[src/inc/erai_pkg.sv]
// Constants for the E1 receive alarm and event interrupt block.
// Assumes one 40 MHz framer clock and word-addressed Avalon-MM access.
// How it works
// - AIS enable set means AIS declare and clear both raise an interrupt.
// - AIS enable is read/write and resets to zero.
// - Yellow enable set means yellow declare and clear raise interrupt.
// - Interrupt needs its enable; event detection runs regardless.
// - Multiframe alignment flag sets on loss declared or cleared, sticky.
// - Multiframe loss declared after threshold consecutive errored words.
// - Spare bits flag sets when any Sa4 to Sa8 value changes.
// - Signaling flag sets when any ABCD bit changes in 30 channels.
// - Per-channel change bits record which signaling channel changed.
// - Signaling flag only counts while channel associated signaling is on.
// - Status flags clear on read; one means event since last read.
// - Yellow declared on A=1 twice in a row, cleared on A=0 twice.
package erai_pkg;
   // Register indices; byte address is four times the index
   localparam logic [11:0] IDX_IRQ_EN = 12'hB03;
   localparam logic [11:0] IDX_STATUS = 12'hB04;
   localparam logic [11:0] IDX_ALARM = 12'hB10;
   localparam logic [11:0] IDX_FLAG_EN = 12'hB11;
   localparam logic [11:0] IDX_FCR = 12'h10B;
   localparam logic [11:0] IDX_SIG_CHG0 = 12'h10D;
   localparam logic [11:0] IDX_SIG_CHG3 = 12'h110;
   // Field positions
   localparam int BIT_YEL_EN = 0;
   localparam int BIT_AIS_EN = 1;
   localparam int BIT_SIG = 5;
   localparam int BIT_SPARE = 6;
   localparam int BIT_MFA = 7;
   localparam int BIT_YEL_CHG = 0;
   localparam int BIT_AIS_CHG = 1;
   localparam int BIT_YEL_ST = 4;
   localparam int BIT_AIS_ST = 5;
   localparam int BIT_MF_LOST = 6;
   localparam int FCR_THR_LO = 5;
   localparam int FCR_THR_HI = 6;
   // Sizes
   localparam int NUM_CHAN = 30;
   localparam int NUM_SIG_REGS = 4;
   // Values after reset
   localparam logic [7:0] IRQ_EN_RST = 8'h00;
   localparam logic [7:0] FLAG_EN_RST = 8'h00;
   localparam logic [7:0] FCR_RST = 8'h00;
endpackage : erai_pkg

[src/rtl/erai_top.sv]
// E1 receive alarm change detection, clear-on-read event flags and
// interrupt request, with an Avalon-MM slave for the registers.
// Assumes event inputs come from framer logic on the same clock.
`timescale 1ns/1ps
module erai_top (
   input wire logic clk,
   input wire logic rst,
   input wire logic [11:0] avs_address,
   input wire logic avs_read,
   input wire logic avs_write,
   input wire logic [31:0] avs_writedata,
   input wire logic [3:0] avs_byteenable,
   output logic [31:0] avs_readdata,
   output logic avs_waitrequest,
   input wire logic ais_state,
   input wire logic nonfas_valid,
   input wire logic nonfas_a_bit,
   input wire logic [4:0] nonfas_sa_bits,
   input wire logic mfas_valid,
   input wire logic mfas_error,
   input wire logic sig_valid,
   input wire logic [4:0] sig_chan,
   input wire logic [3:0] sig_abcd,
   input wire logic cas_enable,
   output logic remote_alarm,
   output logic mf_align_lost,
   output logic irq_req
);
   import erai_pkg::*;

   logic [7:0] irq_en;
   logic [7:0] flag_en;
   logic [7:0] framing_control_reg;
   logic mfa_flag;
   logic spare_flag;
   logic sig_flag;
   logic ais_chg;
   logic yel_chg;
   logic ais_prev;
   logic a_prev;
   logic [4:0] sa_prev;
   logic sa_seen;
   logic [2:0] err_cnt;
   logic [2:0] thresh;
   logic [2:0] err_next;
   logic [NUM_CHAN-1:0] chg_vec;
   logic [31:0] chg_word;
   logic [3:0] sig_mem [NUM_CHAN];
   logic acc;
   logic wr_take;
   logic clr_status;
   logic clr_alarm;
   logic [NUM_SIG_REGS-1:0] clr_sig;
   logic ais_evt;
   logic yel_evt;
   logic spare_evt;
   logic mf_evt;
   logic sig_evt;
   logic chan_ok;
   logic [7:0] next_rdata;
   logic next_irq;

   // Request taken on the edge where waitrequest is still high
   assign acc = (avs_read | avs_write) & avs_waitrequest;
   assign wr_take = acc & avs_write & avs_byteenable[0];
   assign clr_status = acc & avs_read & (avs_address == IDX_STATUS);
   assign clr_alarm = acc & avs_read & (avs_address == IDX_ALARM);

   // Fixed one wait state keeps clear-on-read side effects single-shot
   always_ff @(posedge clk) begin
      if (rst) begin
         avs_waitrequest <= 1'b1;
      end else if (!avs_waitrequest) begin
         avs_waitrequest <= 1'b1;
      end else if (avs_read | avs_write) begin
         avs_waitrequest <= 1'b0;
      end
   end

   // Software-written control registers
   always_ff @(posedge clk) begin
      if (rst) begin
         irq_en <= IRQ_EN_RST;
         flag_en <= FLAG_EN_RST;
         framing_control_reg <= FCR_RST;
      end else if (wr_take) begin
         if (avs_address == IDX_IRQ_EN) begin
            irq_en <= {6'h00, avs_writedata[BIT_AIS_EN:BIT_YEL_EN]};
         end
         if (avs_address == IDX_FLAG_EN) begin
            flag_en <= {avs_writedata[BIT_MFA:BIT_SIG], 5'h00};
         end
         if (avs_address == IDX_FCR) begin
            framing_control_reg <= avs_writedata[7:0];
         end
      end
   end

   // Read data mux; unmapped indices read as zero
   always_comb begin
      next_rdata = 8'h00;
      clr_sig = '0;
      unique case (avs_address)
         IDX_IRQ_EN: next_rdata = irq_en;
         IDX_FLAG_EN: next_rdata = flag_en;
         IDX_FCR: next_rdata = framing_control_reg;
         IDX_STATUS: next_rdata = {mfa_flag, spare_flag, sig_flag, 5'h00};
         IDX_ALARM: next_rdata = {1'b0, mf_align_lost, ais_state,
                                  remote_alarm, 2'h0, ais_chg, yel_chg};
         default: begin
            if (avs_address >= IDX_SIG_CHG0
                && avs_address <= IDX_SIG_CHG3) begin
               next_rdata = chg_word[8*(avs_address - IDX_SIG_CHG0) +: 8];
            end
         end
      endcase
      for (int i = 0; i < NUM_SIG_REGS; i++) begin
         clr_sig[i] = acc & avs_read & (avs_address == IDX_SIG_CHG0 + 12'(i));
      end
   end

   // Read data captured with the answer
   always_ff @(posedge clk) begin
      if (rst) begin
         avs_readdata <= 32'h0000_0000;
      end else if (acc & avs_read) begin
         avs_readdata <= {24'h00_0000, next_rdata};
      end
   end

   // AIS change: both edges of the framer's AIS level count
   assign ais_evt = ais_state ^ ais_prev;
   always_ff @(posedge clk) begin
      if (rst) begin
         ais_prev <= 1'b0;
      end else begin
         ais_prev <= ais_state;
      end
   end

   // Yellow alarm: A bit must agree in two consecutive non-FAS frames
   assign yel_evt = nonfas_valid & (nonfas_a_bit == a_prev)
                    & (nonfas_a_bit != remote_alarm);
   always_ff @(posedge clk) begin
      if (rst) begin
         a_prev <= 1'b0;
         remote_alarm <= 1'b0;
      end else if (nonfas_valid) begin
         a_prev <= nonfas_a_bit;
         if (yel_evt) begin
            remote_alarm <= nonfas_a_bit;
         end
      end
   end

   // Spare bits: first frame after reset only primes the history
   assign spare_evt = nonfas_valid & sa_seen & (nonfas_sa_bits != sa_prev);
   always_ff @(posedge clk) begin
      if (rst) begin
         sa_prev <= 5'h00;
         sa_seen <= 1'b0;
      end else if (nonfas_valid) begin
         sa_prev <= nonfas_sa_bits;
         sa_seen <= 1'b1;
      end
   end

   // Multiframe loss threshold: field value 0..3 means 1..4 errors
   assign thresh = {1'b0, framing_control_reg[FCR_THR_HI:FCR_THR_LO]} + 3'h1;
   assign err_next = err_cnt + 3'h1;
   assign mf_evt = mfas_valid & ((mfas_error & !mf_align_lost
                   & (err_next >= thresh)) | (!mfas_error & mf_align_lost));
   always_ff @(posedge clk) begin
      if (rst) begin
         err_cnt <= 3'h0;
         mf_align_lost <= 1'b0;
      end else if (mfas_valid) begin
         if (!mfas_error) begin
            err_cnt <= 3'h0;
            mf_align_lost <= 1'b0;
         end else if (!mf_align_lost) begin
            // Counter stops once loss is declared, so it cannot wrap
            err_cnt <= err_next;
            if (err_next >= thresh) begin
               mf_align_lost <= 1'b1;
            end
         end
      end
   end

   // Signaling store; the change is only reported while CAS is on
   assign chan_ok = sig_valid & (sig_chan < 5'(NUM_CHAN));
   assign sig_evt = chan_ok & cas_enable
                    & (sig_abcd != sig_mem[sig_chan]);
   // Zero-padded to whole register bytes so the read mux never indexes out
   assign chg_word = {2'h0, chg_vec};
   generate
      for (genvar g = 0; g < NUM_CHAN; g++) begin : g_chan
         // History keeps tracking even with CAS off, so no stale change
         always_ff @(posedge clk) begin
            if (rst) begin
               sig_mem[g] <= 4'h0;
            end else if (chan_ok && sig_chan == 5'(g)) begin
               sig_mem[g] <= sig_abcd;
            end
         end
         // Set wins over the read clear
         always_ff @(posedge clk) begin
            if (rst) begin
               chg_vec[g] <= 1'b0;
            end else begin
               chg_vec[g] <= (chg_vec[g] & !clr_sig[g/8])
                             | (sig_evt && sig_chan == 5'(g));
            end
         end
      end
   endgenerate

   // Sticky event flags; an event in the clearing cycle survives
   always_ff @(posedge clk) begin
      if (rst) begin
         mfa_flag <= 1'b0;
         spare_flag <= 1'b0;
         sig_flag <= 1'b0;
      end else begin
         mfa_flag <= (mfa_flag & !clr_status) | mf_evt;
         spare_flag <= (spare_flag & !clr_status) | spare_evt;
         sig_flag <= (sig_flag & !clr_status) | sig_evt;
      end
   end

   // Alarm change flags; detection runs whatever the enables say
   always_ff @(posedge clk) begin
      if (rst) begin
         ais_chg <= 1'b0;
         yel_chg <= 1'b0;
      end else begin
         ais_chg <= (ais_chg & !clr_alarm) | ais_evt;
         yel_chg <= (yel_chg & !clr_alarm) | yel_evt;
      end
   end

   // Request follows the flags one cycle later
   assign next_irq = (ais_chg & irq_en[BIT_AIS_EN])
                     | (yel_chg & irq_en[BIT_YEL_EN])
                     | (mfa_flag & flag_en[BIT_MFA])
                     | (spare_flag & flag_en[BIT_SPARE])
                     | (sig_flag & flag_en[BIT_SIG]);
   always_ff @(posedge clk) begin
      if (rst) begin
         irq_req <= 1'b0;
      end else begin
         irq_req <= next_irq;
      end
   end
endmodule : erai_top

[config.mk]
export PLATFORM = sky130hd
export DESIGN_NAME = erai_top
export DESIGN_NICKNAME = d
export VERILOG_FILES = /design/src/inc/erai_pkg.sv /design/src/rtl/erai_top.sv
export SDC_FILE = /design/constraint.sdc
export NUM_CORES = 1
export LEC_CHECK = 0
export ABC_CLOCK_PERIOD_IN_PS = 3200
export BUFFER_PORTS_ARGS = -buffer_cell sky130_fd_sc_hd__buf_2
export CORE_AREA = 2 2 102 177
export CTS_BUF_LIST = sky130_fd_sc_hd__clkbuf_4
export CTS_CLUSTER_SIZE = 40
export DETAILED_ROUTE_END_ITERATION = 8
export DIE_AREA = 0 0 104 179
export PLACE_DENSITY = 0.74
export SLEW_MARGIN = 10
export SYNTH_ARGS = -nofsm -noshare
export SYNTH_HDL_FRONTEND = slang
export SYNTH_SLANG_ARGS = --single-unit
[constraint.sdc]
create_clock -name clk -period 3.2 [get_ports clk]
set_input_delay 0.16 -clock clk [delete_from_list [all_inputs] [get_ports clk]]
set_output_delay 0.16 -clock clk [all_outputs]
set_load 0.005 [all_outputs]
== Word-level counts from Yosys, hierarchy flattened ==
Memory sizes are Yosys's and may differ from the RTL's.
Index checks and enable logic that the tools add are counted.
Storage, ports and cells
  register bits after elaboration: 71
  RAM bits: 120
  input bits: 73
  memories kept: 1
Memory list
  sig_mem: words 30, bits a word 4, read ports 1, clocked after memory_dff 0, write ports 30, line erai_top.sv:48  | logic [3:0] sig_mem [NUM_CHAN];
Cells by class
  add/subtract/negate cells: 3
  magnitude comparators: 4
  eq/ne operators: 43
  shifts and indexed selects: 1
  mux-type cells: 130
  bitwise operators: 134
  reduce and logical (&&, ||, !) cells: 76
Operators by type and width (number)
  4-bit 2-to-1 mux: 30
  1-bit 2-to-1 mux: 96
  1-bit bitwise OR: 71
  5-bit == test (second input constant): 14
  1-bit bitwise AND: 61
  1-bit logical AND: 61
  12-bit by 9-bit == test with 1-bit output (second input constant): 5
  12-bit == test (second input constant): 4
  5-bit by 4-bit == test with 1-bit output (second input constant): 8
  8-bit case mux with 5 select lines: 1
  32-bit by 33-bit variable part select with 8-bit output: 1
  5-bit by 3-bit == test with 1-bit output (second input constant): 4
  12-bit by 9-bit subtractor with 13-bit output (second input constant): 1
  12-bit by 9-bit greater-or-equal comparator with 1-bit output (second input constant): 1
  12-bit by 9-bit <= comparator with 1-bit output (second input constant): 1
  5-bit by 2-bit == test with 1-bit output (second input constant): 2
  2-bit AND reduction: 5
  1-bit zero test: 8
  8-bit 2-to-1 mux: 1
  3-bit 2-to-1 mux: 2
  5-bit by 1-bit == test with 1-bit output (second input constant): 1
  5-bit zero test: 1
  5-bit < comparator (second input constant): 1
  5-bit != test: 1
  other kinds (10): 10

== Depth between registers and ports, before layout ==
  word-level depth: 7
  mapped depth: 10

== Worst setup path before layout ==
OpenSTA, ideal clock, no wires.
  path type: input port to flip-flop
  start: input sig_chan[1]
  end: register chg_vec[1]
  library setup time: 0.129 ns
  arrival: 2.196 ns
  setup slack: 0.875 ns
  stages: 10
  cells stage by stage: buf_2 -> buf_1 -> mux4_2 -> a221oi_2 -> nand2_1 -> nand2_1 -> xnor2_1 -> nor4_4 -> buf_6 -> o31ai_2
Between the ends
  cells in the longest elaborated chain, start to end: 6
RTL lines
  start: declaration: line erai_top.sv:22  | input wire logic [4:0] sig_chan,
  parallel branches: the longest is 4 deep, another holds memory read 30 x 4 bit
  1-bit logical AND *: line erai_top.sv:213  | | (sig_evt && sig_chan == 5'(g));
  1-bit bitwise OR *: line erai_top.sv:213
  end signal: indexed assignment: line erai_top.sv:212  | chg_vec[g] <= (chg_vec[g] & !clr_sig[g/8])
  end: declaration: line erai_top.sv:46  | logic [NUM_CHAN-1:0] chg_vec;
Mark *: on every way between the ends.
A chain may end at the register's enable or synchronous reset.

== Worst setup path in the final report ==
  start: memory sig_mem[23][1]
  end: register chg_vec[18]
Between the ends
  cells in the longest elaborated chain, start to end: 5
RTL lines
  start: declaration: line erai_top.sv:48
  memory read 30 x 4 bit
  4-bit != test: line erai_top.sv:194  | & (sig_abcd != sig_mem[sig_chan]);
  1-bit bitwise AND: line erai_top.sv:194
  1-bit logical AND: line erai_top.sv:213
  1-bit bitwise OR: line erai_top.sv:213
No other way between the ends.

==> flow_metrics.tcl <==
set metrics [dict create \
    path_class "reg2reg" \
    numPortBuffers 57 \
    core-area_sq_um 17300 \
    grt_max_degree 38 \
    fmaxAchievable_mhz 414 \
    reg2regPathDepth 8 \
    hold_slack_ps 44.6 \
    power-per-cell-area_nw_per_um2 451 \
    setup_tns_ps 0 \
    ys_ff_latch 191 \
    max-slew-margin-rel 0.373 \
    skew_ps 30.2 \
    clkTransAtPathRegs_ps 170 \
    pin_count 109 \
    drt_pre_antenna_iters 5 \
    ir_drop_uv 286 \
    drv_slew 0 \
    cts_tree "built" \
    route.detailed.drc 0 \
    fin_util 0.587 \
    cts_resized 0 \
    synth.cell_area_sq_um 9260 \
    cts-root-buf "clkbuf_4" \
    cap_violations 0 \
    clk_latency_ps 580 \
    async_reset_ff_frac 0 \
    grt_pass1_wl_mm 35.5 \
    fin_crit_ps 2420 \
    cts_max_path_buffers 2 \
    antenna_left 0 \
    htree_levels 4 \
    yosys-top-cells-area "edfxtp_1 (39%), dfxtp_1 (15%), mux4_2 (8.3%)" \
    clock_sinks 191 \
    netSwitchingFraction 0.271 \
    yosysSeqAreaShare 0.543 \
    synth.distinct_cells 53 \
    synth_top_area_frac 0.389 \
    setup_viol 0 \
    drive_above_1_share 0.163 \
    largestRegisters "sig_mem: 120 flops, chg_vec: 30 flops" \
    grt_pass1_vias 6642 \
    rsz0062_at_grt "no" \
    required_ps 3690 \
    drt_iter0_markers 404 \
    gp_congestion 0.903 \
    largest_reg_flops 120 \
    post-dp-hpwl_mm 16.0 \
    hold_viol 0 \
    yosysWarnings 0 \
    tightestPinTransition_ps 933 \
    pwr-share-comb 0.111 \
    synth_ff_type "edfxtp_1" \
    intPower_mw 3.33 \
    cts_buffers 17 \
    synthTopCellsByCount "edfxtp_1 (120), nor2_1 (117), nand2_1 (106)" \
    grt_usage 0.255 \
    fin_nets 976 \
    overflow 0 \
    wl_mm 22.7 \
    hp-class "in2reg" \
    yosysMostFrequentCell "edfxtp_1" \
    cp_max_fo 31 \
    antenna_found_initial 1 \
    cp-start-kind "flop" \
    p_leak_nw 3.60 \
    synth-edff-count 120 \
    vias_per_cell 5.70 \
    p_sw_mw 1.24 \
    ff2ff_setup_slack_ps 780 \
    start_util 0.535 \
    p_seq_frac 0.604 \
    yosysTopAreaCell "edfxtp_1" \
    syn_inst 833 \
    regMostFlops "sig_mem" \
    worstPathArrival_ps 2910 \
    vias 6489 \
    pwr-share-clk 0.284 \
    die_x_um 104 \
    die_y_um 179 \
    area_delta_synth_final_pct 9.66 \
    cp-end-kind "flop" \
    rows 64 \
    dieArea_sq_um 18600 \
    whs_path_depth 4 \
    status "finished clean" \
    avgSynthCellArea_sq_um 11.1 \
    fin_crit_sh 0.755 \
    wl_per_cell_um 20.0 \
]
## timing repair
item / in CTS / in global routing
hold buffers: 27 / 0
endpoints found under the setup margin: 0 / 0
hold endpoints to repair: 31 / 0
buffers inserted: 0 / 0
## path summary, 6_finish.rpt
kind	from	endpoint
worst max register to register	sig_mem[23][1]$_SDFFCE_PN0P_	chg_vec[18]$_SDFF_PP0_
worst min-delay path	avs_write	irq_en[1]$_SDFFE_PP0P_
worst min register to register	chg_vec[24]$_SDFF_PP0_	chg_vec[24]$_SDFF_PP0_
worst max-delay path	sig_mem[23][1]$_SDFFCE_PN0P_	chg_vec[18]$_SDFF_PP0_
## cell families after synthesis
kind of cell / after synthesis / synth area share
compound gates: 126 / 0.0956
xor+xnor: 11 / 0.0104
fa+ha+maj: 9 / 0.0122
buf+inv: 89 / 0.0526
flops: 191 / 0.543
mux: 59 / 0.110
other cells: 1 / 0.000405
simple gates: 347 / 0.176
## area by class of cell
type / instances / area, sq um
clock buffers: 17 / 128
flip-flops and latches: 191 / 5020
inverters: 9 / 33.8
clock inverters: 15 / 149
well taps: 231 / 289
diodes: 1 / 2.50
repair buffers: 99 / 693
fillers: 1497 / 7140
multi-input cells: 576 / 3830
## stage by stage
step / total power [mW] / worst slack [ps] / cells / instance area [sq um]
after floorplan: 3.15 / 875 / 856 / 9340
after global placement: 3.28 / 400 / 1079 / 9600
after detailed placement: 3.30 / 356 / 1079 / 9600
after CTS: 4.59 / 774 / 1138 / 10100
after global routing: 4.74 / 706 / 1139 / 10200
final: 4.57 / 783 / 1139 / 10200
## metal layers
metal	up-vias	GRT usage	routed length, um
met5	-	0	0
met4	0	0.149	1290
li1	3069	-	-
met3	73	0.0374	1370
met2	264	0.491	12500
met1	3083	0.260	7620
## worst max-delay path: stages (launching register included)
cell	delay [ps]
edfxtp_1	400
mux4_2	470
a22o_1	290
a211oi_1	280
a21oi_1	90
xor2_1	260
nor4_4	70
buf_12	180
o31ai_1	280
## power by group through the flow
stage	Sequential, mW	Clock, mW	Combinational [mW]
after global placement	2.81	0	0.471
after CTS	2.76	1.32	0.506
after detailed placement	2.82	0	0.477
final	2.77	1.30	0.509
after global routing	2.78	1.42	0.549
after floorplan	2.80	0	0.353
## placed cells by master, fill, tap and decap left out, types with 3 or more instances in the layout
cell | Yosys | final
nand4_1 | 3 | 3
nand3_1 | 7 | 7
dfxtp_1 | 71 | 71
nand2b_1 | 4 | 4
ha_1 | 9 | 9
xnor2_1 | 4 | 4
a211oi_1 | 6 | 6
a221oi_1 | 4 | 4
and2_1 | 69 | 69
a31oi_1 | 5 | 5
nor3_1 | 7 | 7
or3_1 | 9 | 9
xor2_1 | 7 | 7
o21ai_0 | 28 | 28
clkinv_4 | 0 | 3
inv_8 | 0 | 3
nor2_1 | 117 | 117
nor2b_1 | 11 | 11
o21ai_2 | 7 | 7
edfxtp_1 | 120 | 120
clkbuf_4 | 0 | 17
mux4_2 | 34 | 34
o31ai_1 | 28 | 28
conb_1 | 1 | 24
a22oi_1 | 15 | 15
buf_2 | 7 | 57
o31ai_2 | 3 | 3
a222oi_1 | 5 | 5
inv_6 | 0 | 5
dlygate4sd3_1 | 0 | 27
buf_4 | 24 | 13
inv_1 | 9 | 9
a21oi_1 | 15 | 15
mux2i_1 | 25 | 25
nand2_1 | 106 | 106
Note: power is estimated with default switching activity, not from simulation.
